**config.mk**
```make
export PLATFORM = sky130hd
export DESIGN_NAME = wwdt_top
export DESIGN_NICKNAME = d
export VERILOG_FILES = /design/src/core/wwdt_pkg.sv /design/src/core/wwdt_lpo_div.sv /design/src/core/wwdt_top.sv
export SDC_FILE = /design/constraint.sdc
export NUM_CORES = 1
export LEC_CHECK = 0
export ABC_CLOCK_PERIOD_IN_PS = 4300
export BUFFER_PORTS_ARGS = -buffer_cell sky130_fd_sc_hd__clkbuf_2
export CAP_MARGIN = 20
export CORE_UTILIZATION = 56
export DETAILED_ROUTE_END_ITERATION = 12
export GPL_ROUTABILITY_DRIVEN = 0
export PLACE_DENSITY = 0.78
export SYNTH_ARGS = -nofsm -noshare
export SYNTH_HDL_FRONTEND = slang
export SYNTH_SLANG_ARGS = --single-unit
```
**constraint.sdc**
```tcl
create_clock -name pclk -period 4.3 [get_ports pclk]
set_input_delay 0.215 -clock pclk [delete_from_list [all_inputs] [get_ports pclk]]
set_output_delay 0.215 -clock pclk [all_outputs]
set_load 0.03 [all_outputs]
```
**src/core/wwdt_pkg.sv**
```systemverilog
/*
  Constants, register map, field layouts and state carriers of the windowed
  watchdog timer. Assumes a 20 MHz APB clock and a 32-bit APB data path.
*/
// What this block does
// - Any reset leaves the watchdog on, slow 1 kHz source, longest timeout.
// - Timeout select 00 keeps the watchdog disabled on either source.
// - Writing 0x0055 then 0x00AA to the cause address restarts the period.
// - Writes to the cause address change the value it reads only by causing a watchdog reset.
// - Reaching the selected overflow count without service resets the system.
// - While enabled, any other value written to the cause address resets immediately.
// - Clock select 0 picks the 1 kHz source, 1 picks the bus clock.
// - Slow source codes 01, 10, 11 overflow after 2^5, 2^8, 2^10 cycles.
// - Bus source codes 01, 10, 11 overflow after 2^13, 2^16, 2^18 cycles.
// - Bus source with window enable accepts service only in last quarter.
// - The window opens after 6144, 49152 or 196608 bus cycles.
// - With the slow source the window enable has no effect.
// - First write to each option register clears the counter, latches it.
// - Later option register writes change nothing.
// - Bus source: counter holds in debug or stop, resumes afterwards.
// - Slow source: counter clears in debug or stop, restarts from zero.
// - A watchdog reset is recorded by its own cause bit.
`default_nettype none

package wwdt_pkg;

  localparam int unsigned CLK_HZ      = 20_000_000;
  localparam int unsigned LPO_HZ      = 1_000;
  localparam int unsigned LPO_DIV_CYC = CLK_HZ / LPO_HZ;

  localparam int unsigned ADDR_W = 12;
  localparam int unsigned CNT_W  = 18;
  localparam int unsigned IRQ_W  = 2;

  localparam logic [11:0] OFF_CAUSE = 12'h000;
  localparam logic [11:0] OFF_OPT1  = 12'h004;
  localparam logic [11:0] OFF_OPT2  = 12'h008;
  localparam logic [11:0] OFF_IRQST = 12'h00C;
  localparam logic [11:0] OFF_IRQMS = 12'h010;
  localparam logic [11:0] OFF_COUNT = 12'h014;

  localparam logic [15:0] SVC_KEY1 = 16'h0055;
  localparam logic [15:0] SVC_KEY2 = 16'h00AA;

  localparam int unsigned CAUSE_POR_BIT = 0;
  localparam int unsigned CAUSE_WDT_BIT = 1;
  localparam logic [1:0]  CAUSE_POR     = 2'h1;
  localparam logic [1:0]  CAUSE_WDT     = 2'h2;

  localparam int unsigned OPT1_TSEL_LSB = 0;
  localparam int unsigned OPT2_CSEL_BIT = 0;
  localparam int unsigned OPT2_WEN_BIT  = 1;
  localparam logic [1:0]  TSEL_RST      = 2'h3;
  localparam logic        CSEL_RST      = 1'h0;
  localparam logic        WEN_RST       = 1'h0;

  localparam int unsigned IRQ_SVC_BIT = 0;
  localparam int unsigned IRQ_WIN_BIT = 1;

  localparam logic [2:0] RST_HOLD_CYC = 3'h4;

  localparam logic [17:0] LIM_LPO_1 = 18'h0001F;
  localparam logic [17:0] LIM_LPO_2 = 18'h000FF;
  localparam logic [17:0] LIM_LPO_3 = 18'h003FF;
  localparam logic [17:0] LIM_BUS_1 = 18'h01FFF;
  localparam logic [17:0] LIM_BUS_2 = 18'h0FFFF;
  localparam logic [17:0] LIM_BUS_3 = 18'h3FFFF;
  localparam logic [17:0] WIN_BUS_1 = 18'h01800;
  localparam logic [17:0] WIN_BUS_2 = 18'h0C000;
  localparam logic [17:0] WIN_BUS_3 = 18'h30000;

  typedef struct packed {
    logic [1:0]       tsel;
    logic             csel;
    logic             wen;
    logic             opt1_lock;
    logic             opt2_lock;
    logic [CNT_W-1:0] cnt;
    logic             armed;
    logic [1:0]       cause;
    logic [2:0]       hold;
    logic [IRQ_W-1:0] irq_st;
    logic [IRQ_W-1:0] irq_mask;
    logic [31:0]      prdata;
    logic             pslverr;
  } wwdt_state_t;

  typedef struct packed {
    logic [15:0] cnt;
    logic        tick;
  } wwdt_div_t;

  // Last count value before overflow for a source and timeout code.
  function automatic logic [17:0] ovf_limit(input logic [1:0] tsel,
                                            input logic       csel);
    logic [17:0] lim;
    lim = LIM_LPO_3;
    case ({csel, tsel})
      3'h1:    lim = LIM_LPO_1;
      3'h2:    lim = LIM_LPO_2;
      3'h3:    lim = LIM_LPO_3;
      3'h5:    lim = LIM_BUS_1;
      3'h6:    lim = LIM_BUS_2;
      3'h7:    lim = LIM_BUS_3;
      default: lim = LIM_LPO_3;
    endcase
    return lim;
  endfunction : ovf_limit

  // Count at which service becomes legal in windowed mode.
  function automatic logic [17:0] win_open(input logic [1:0] tsel);
    logic [17:0] w;
    w = WIN_BUS_3;
    case (tsel)
      2'h1:    w = WIN_BUS_1;
      2'h2:    w = WIN_BUS_2;
      default: w = WIN_BUS_3;
    endcase
    return w;
  endfunction : win_open

endpackage : wwdt_pkg

`default_nettype wire

```
**src/core/wwdt_lpo_div.sv**
```systemverilog
/*
  Divider that turns the bus clock into the 1 kHz slow-source enable pulse.
  Assumes pclk is the only clock; the pulse lasts one pclk cycle.
*/
`default_nettype none

module wwdt_lpo_div #(
  parameter int unsigned DIV = wwdt_pkg::LPO_DIV_CYC
) (
  input  wire logic pclk,
  input  wire logic presetn,
  output logic      tick
);
  import wwdt_pkg::*;

  wwdt_div_t s_q;
  wwdt_div_t s_d;

  always_comb begin
    s_d = s_q;
    s_d.tick = 1'b0;
    if (s_q.cnt >= 16'(DIV - 1)) begin
      s_d.cnt  = 16'h0000;
      s_d.tick = 1'b1;
    end else begin
      s_d.cnt = s_q.cnt + 16'h0001;
    end
  end

  always_ff @(posedge pclk or negedge presetn) begin
    if (!presetn) begin
      s_q <= '0;
    end else begin
      s_q <= s_d;
    end
  end

  assign tick = s_q.tick;

endmodule : wwdt_lpo_div

`default_nettype wire

```
**src/core/wwdt_top.sv**
```systemverilog
/*
  Windowed watchdog timer with an APB register slave, a serviced-event and window-open
  interrupt and a system reset request. Assumes all inputs are synchronous
  to pclk and that presetn is the power-on reset of the block.
*/
// Our own choices: register access over APB and the placing of the registers.
`default_nettype none

module wwdt_top #(
  parameter int unsigned LPO_DIV = wwdt_pkg::LPO_DIV_CYC
) (
  input  wire logic                       pclk,
  input  wire logic                       presetn,
  input  wire logic                       psel,
  input  wire logic                       penable,
  input  wire logic                       pwrite,
  input  wire logic [wwdt_pkg::ADDR_W-1:0] paddr,
  input  wire logic [31:0]                pwdata,
  output logic      [31:0]                prdata,
  output logic                            pready,
  output logic                            pslverr,
  input  wire logic                       dbg_mode,
  input  wire logic                       stop_mode,
  output logic                            sys_reset_req,
  output logic                            irq
);
  import wwdt_pkg::*;

  wwdt_state_t s_q;
  wwdt_state_t s_d;

  logic        lpo_tick;
  logic        tick_en;
  logic        frozen;
  logic        enabled;
  logic        active;
  logic        wr_acc;
  logic        wr_cause;
  logic        is_key1;
  logic        is_key2;
  logic        in_window;
  logic        svc_done;
  logic        fire;
  logic        ev_win;
  logic [17:0] lim;

  wwdt_lpo_div #(
    .DIV     (LPO_DIV)
  ) u_lpo_div (
    .pclk    (pclk),
    .presetn (presetn),
    .tick    (lpo_tick)
  );

  // A watchdog reset restores the option, counter and arming defaults but keeps the
  // cause and interrupt registers; the bus still answers during the request but writes are dropped meanwhile.
  assign active    = (s_q.hold == 3'h0);
  assign enabled   = (s_q.tsel != 2'h0);
  assign tick_en   = s_q.csel ? 1'b1 : lpo_tick;
  assign frozen    = dbg_mode | stop_mode;
  assign lim       = ovf_limit(s_q.tsel, s_q.csel);
  assign wr_acc    = psel & penable & pwrite & active;
  assign wr_cause  = wr_acc & (paddr == OFF_CAUSE);
  assign is_key1   = (pwdata[15:0] == SVC_KEY1);
  assign is_key2   = (pwdata[15:0] == SVC_KEY2);
  // The slow source never applies the window, whatever window_enable says.
  assign in_window = !(s_q.csel & s_q.wen) ||
                     (s_q.cnt >= win_open(s_q.tsel));
  assign svc_done  = wr_cause & enabled & is_key2 & s_q.armed & in_window;

  always_comb begin
    s_d    = s_q;
    fire   = 1'b0;
    ev_win = 1'b0;
    if (!active) begin
      s_d.hold = s_q.hold - 3'h1;
      if (s_q.hold == 3'h1) begin
        s_d.tsel      = TSEL_RST;
        s_d.csel      = CSEL_RST;
        s_d.wen       = WEN_RST;
        s_d.opt1_lock = 1'b0;
        s_d.opt2_lock = 1'b0;
        s_d.cnt       = '0;
        s_d.armed     = 1'b0;
      end
    end else begin
      if (!enabled) begin
        s_d.cnt = '0;
      end else if (frozen && !s_q.csel) begin
        s_d.cnt = '0;
      end else if (frozen && s_q.csel) begin
        s_d.cnt = s_q.cnt;
      end else if (tick_en) begin
        if (s_q.cnt == lim) begin
          // A service that lands on the expiry edge is still in time.
          fire = !svc_done;
        end else begin
          s_d.cnt = s_q.cnt + 18'h00001;
        end
        if (s_q.csel && s_q.wen &&
            (s_q.cnt + 18'h00001 == win_open(s_q.tsel))) begin
          ev_win = 1'b1;
        end
      end
      if (wr_acc) begin
        case (paddr)
          OFF_CAUSE: begin
            // The stored cause is never written here.
            if (enabled) begin
              if (!(is_key1 || is_key2)) begin
                fire = 1'b1;
              end else if (!in_window) begin
                fire = 1'b1;
              end else if (is_key1) begin
                s_d.armed = 1'b1;
              end else if (s_q.armed) begin
                s_d.cnt   = '0;
                s_d.armed = 1'b0;
              end else begin
                s_d.armed = 1'b0;
              end
            end
          end
          OFF_OPT1: begin
            if (!s_q.opt1_lock) begin
              s_d.tsel      = pwdata[OPT1_TSEL_LSB +: 2];
              s_d.opt1_lock = 1'b1;
              s_d.cnt       = '0;
              s_d.armed     = 1'b0;
            end
          end
          OFF_OPT2: begin
            if (!s_q.opt2_lock) begin
              s_d.csel      = pwdata[OPT2_CSEL_BIT];
              s_d.wen       = pwdata[OPT2_WEN_BIT];
              s_d.opt2_lock = 1'b1;
              s_d.cnt       = '0;
              s_d.armed     = 1'b0;
            end
          end
          OFF_IRQST: begin
            s_d.irq_st = s_q.irq_st & ~pwdata[IRQ_W-1:0];
          end
          OFF_IRQMS: begin
            s_d.irq_mask = pwdata[IRQ_W-1:0];
          end
          default: begin
            s_d.irq_mask = s_q.irq_mask;
          end
        endcase
      end
      // Events are merged after the clear so a same-cycle event survives.
      s_d.irq_st[IRQ_SVC_BIT] = s_d.irq_st[IRQ_SVC_BIT] | svc_done;
      s_d.irq_st[IRQ_WIN_BIT] = s_d.irq_st[IRQ_WIN_BIT] | ev_win;
      if (fire) begin
        s_d.hold  = RST_HOLD_CYC;
        s_d.cause = CAUSE_WDT;
        s_d.cnt   = '0;
        s_d.armed = 1'b0;
      end
    end
    // Read data is captured in the setup phase so that pready can be high
    // in the first access cycle without a combinational read path.
    if (psel && !penable) begin
      s_d.pslverr = 1'b0;
      case (paddr)
        OFF_CAUSE: s_d.prdata = {30'h0, s_q.cause};
        OFF_OPT1:  s_d.prdata = {30'h0, s_q.tsel};
        OFF_OPT2:  s_d.prdata = {30'h0, s_q.wen, s_q.csel};
        OFF_IRQST: s_d.prdata = {30'h0, s_q.irq_st};
        OFF_IRQMS: s_d.prdata = {30'h0, s_q.irq_mask};
        OFF_COUNT: s_d.prdata = {14'h0, s_q.cnt};
        default: begin
          s_d.prdata  = 32'h0000_0000;
          s_d.pslverr = 1'b1;
        end
      endcase
    end
  end

  always_ff @(posedge pclk or negedge presetn) begin
    if (!presetn) begin
      s_q           <= '0;
      s_q.tsel      <= TSEL_RST;
      s_q.csel      <= CSEL_RST;
      s_q.wen       <= WEN_RST;
      s_q.cause     <= CAUSE_POR;
    end else begin
      s_q <= s_d;
    end
  end

  assign prdata        = s_q.prdata;
  assign pslverr       = s_q.pslverr;
  assign pready        = 1'b1;
  assign sys_reset_req = (s_q.hold != 3'h0);
  assign irq           = |(s_q.irq_st & s_q.irq_mask);
endmodule : wwdt_top

`default_nettype wire

```
==> run metrics <==
RSZ-0062 raised after global routing=false; IO Pins=87; Sink Count=70; TritonRoute pass-1 iters=6; crit path time final=3.67 ns; max_cap viols=0; HP Class=in -> reg; clock network power share=0.396; fmax=272 MHz; Max Slew Vio Count=0; pre-CTS setup slack=0.661 ns; setup TNS=0 ns; sw frac=0.279; first-pass GRT wire length=18,700 µm; combinational power share=0.098; Internal=0.000980 W; Mapped Area=4670 µm²; n_diodes=0; Yosys reg bits=70; Placed Area=4790 µm²; vias=4,136; final instance area=5000 µm²; Die Ht=93.4 µm; Clock H-tree levels=3; gr usage total=0.273; Least-Margin Pin Slew=0.771 ns; via density per instance=5.99; Area Growth Syn to Fin=6.91%; Cells after Synth=557; I/O Buffers=55; Util after Layout=0.633; initial antenna violation count=0; Netlist cell types=66; Max VDD drop=0.148 mV; Inserted Clock Buffers=9; Core Region=7890 µm²; number of synthesized flops with an enable pin=0; CTS root buffer=clkbuf_8; Cell Chain, Critical Path=inv_1 > ha_1 > ha_1 > nand4_1 > a21oi_1 > nor4_1 > and2_1 > o21ai_2 > or3_1 > or3_1 > o211ai_2; Startpoint Class=register; WHS=0.179 ns; worst skew pair latency=0.36 ns; CP max-delay cell=dfstp_2; sequential area share after synthesis=0.376; hpwl dp=8110 µm; Final ANT Viol Nets=0; final setup fails=0; CTS tree=built; critical path fanouts, max=8; Worst setup EP type=register; status=complete, no violations; critical path type=reg -> reg; CTS max path bufs=2; gr ovfl total=0; number of DRC violations after detailed-routing iteration 0=442; Tcrit/Tclk final=0.854; ys async rst share=1.00; Worst EP required=4.58 ns; Avg Synthesized Cell Area=8.39 µm²; largest net degree at the start of global routing=39; drt wl/cell=16.0 µm; pwr/cell area=272 nW/µm²; DRC violations left=0; Die Width=93.4 µm; Post-CTS Setup Inserts=0; final WL=11,000 µm; warning count from the yosys run=0; Worst-path clk slew=0.09 ns; Row Count=32; Main synth FF type=dfrtp_1; Sw Pwr=0.000379 W; layout cells sized above 1=0.167; Initial Util=0.592; Pleak=2.31 nW; Slew HR=0.483; Final Skew=0.0156 ns; worst setup margin=0.628 ns; Seq pwr share=0.506; crit-path max cell delay=0.63 ns; vias in the first global route=3,900; NumNets Final=650; final hold violations=0; critical path arrival=3.95 ns; die area=8710 µm²
==> synthesized netlist by cell type (5+ instances only) <==
cell,instances,area [µm²]
a21oi_1,24,120
a31oi_1,8,50.1
and2_1,5,31.3
and3_1,9,56.3
buf_4,34,255
clkbuf_1,17,63.8
dfrtp_1,67,1680
ha_1,16,200
inv_1,23,86.3
mux2i_1,7,70.1
nand2_1,69,259
nand2b_1,6,37.5
nand3_1,46,230
nand4_1,14,87.6
nor2_1,64,240
nor3_1,12,60.1
nor4_1,6,37.5
o21ai_0,19,95.1
o31ai_1,5,37.5
or3_1,9,56.3
xnor2_1,13,114
xor2_1,8,70.1
==> metal layers <==
layer | part of all wire | vias to the layer above | track usage
li1 | - | 1957 | -
met1 | 0.42 | 1932 | 0.362
met2 | 0.48 | 225 | 0.445
met3 | 0.087 | 22 | 0.0545
met4 | 0.015 | 0 | 0.0897
met5 | 0 | - | 0
==> sequential cells by signal, indices dropped and copies added, names as in the netlist <==
register / count
s_q: 34
prdata: 18
u_lpo_div.s_q: 16
pslverr: 1
u_lpo_div.tick: 1
==> worst max-delay path: cells and delay by family (launching register included) <==
family | cells | cell delay (ns)
and+or+nand+nor | 5 | 1.90
adders and majority gates | 2 | 0.69
DFF | 1 | 0.63
AOI/OAI and AO/OA | 3 | 0.26
buffers and inverters | 1 | 0.11
==> final timing paths <==
path | startpoint | endpoint | slack [ns] | depth (start not counted)
max in group asynchronous | presetn | s_q[66]$_DFFE_PN1P_ | 2.86 | 3
setup reg to reg | s_q[66]$_DFFE_PN1P_ | s_q[58]$_DFFE_PN0N_ | 0.63 | 11
min in group asynchronous | presetn | prdata[4]$_DFFE_PN0P_ | 0.44 | 2
hold / removal | pwdata[1] | s_q[34]$_DFFE_PN0P_ | 0.18 | 2
setup / recovery | s_q[66]$_DFFE_PN1P_ | s_q[58]$_DFFE_PN0N_ | 0.63 | 11
hold reg to reg | prdata[17]$_DFFE_PN0P_ | prdata[17]$_DFFE_PN0P_ | 0.47 | 2
==> power groups by stage <==
stage	sequential, W	clock, W	combinational (W)
3_5_place_dp	0.000699	0	0.000131
3_3_place_gp	0.000698	0	0.000127
2_1_floorplan	0.000697	0	0.0000915
5_1_grt	0.000690	0.000580	0.000146
6_report	0.000687	0.000538	0.000132
4_1_cts	0.000686	0.000547	0.000132
==> cells in the final DEF, fill, tap and decap left out, drive strengths merged, types with 13 or more instances in the layout <==
cell / instances
nor3: 15
inv: 24
nand3: 46
ha: 16
xnor2: 13
conb: 16
nand2: 69
nor2: 65
clkbuf: 63
a21oi: 25
dfrtp: 67
o21ai: 24
nand4: 14
==> cell families (layout without fill, tap and decap cells) <==
kind of cell / count (synthesis) / in the layout / synth area share
AOI/OAI and AO/OA: 91 / 91 / 0.130
xor gates and xnor gates: 21 / 21 / 0.0394
adders and majority gates: 16 / 16 / 0.0428
buffers and inverters: 82 / 99 / 0.0975
DFF: 70 / 70 / 0.376
muxes: 10 / 10 / 0.0222
other: 2 / 16 / 0.00161
and+or+nand+nor: 265 / 265 / 0.291
==> timing repair <==
action	in CTS	in global routing
hold buffers	1	0
resized for setup	0	0
hold endpoints to repair	32	0
==> layout make-up <==
type / count / area [µm²]
sequential: 70 / 1760
multi-input combinational: 419 / 2510
timing repair buffer: 60 / 315
fill: 672 / 2890
inverter: 23 / 86.3
clock inverter: 7 / 72.6
clock buffer: 9 / 124
tap: 102 / 128
==> per-stage QoR <==
step / power, W / cells
floorplan: 0.000789 / 571
global placement: 0.000825 / 673
detailed placement: 0.000830 / 673
CTS: 0.00137 / 690
global route: 0.00142 / 690
finish: 0.00136 / 690
Power figures use the tool's default switching activity.
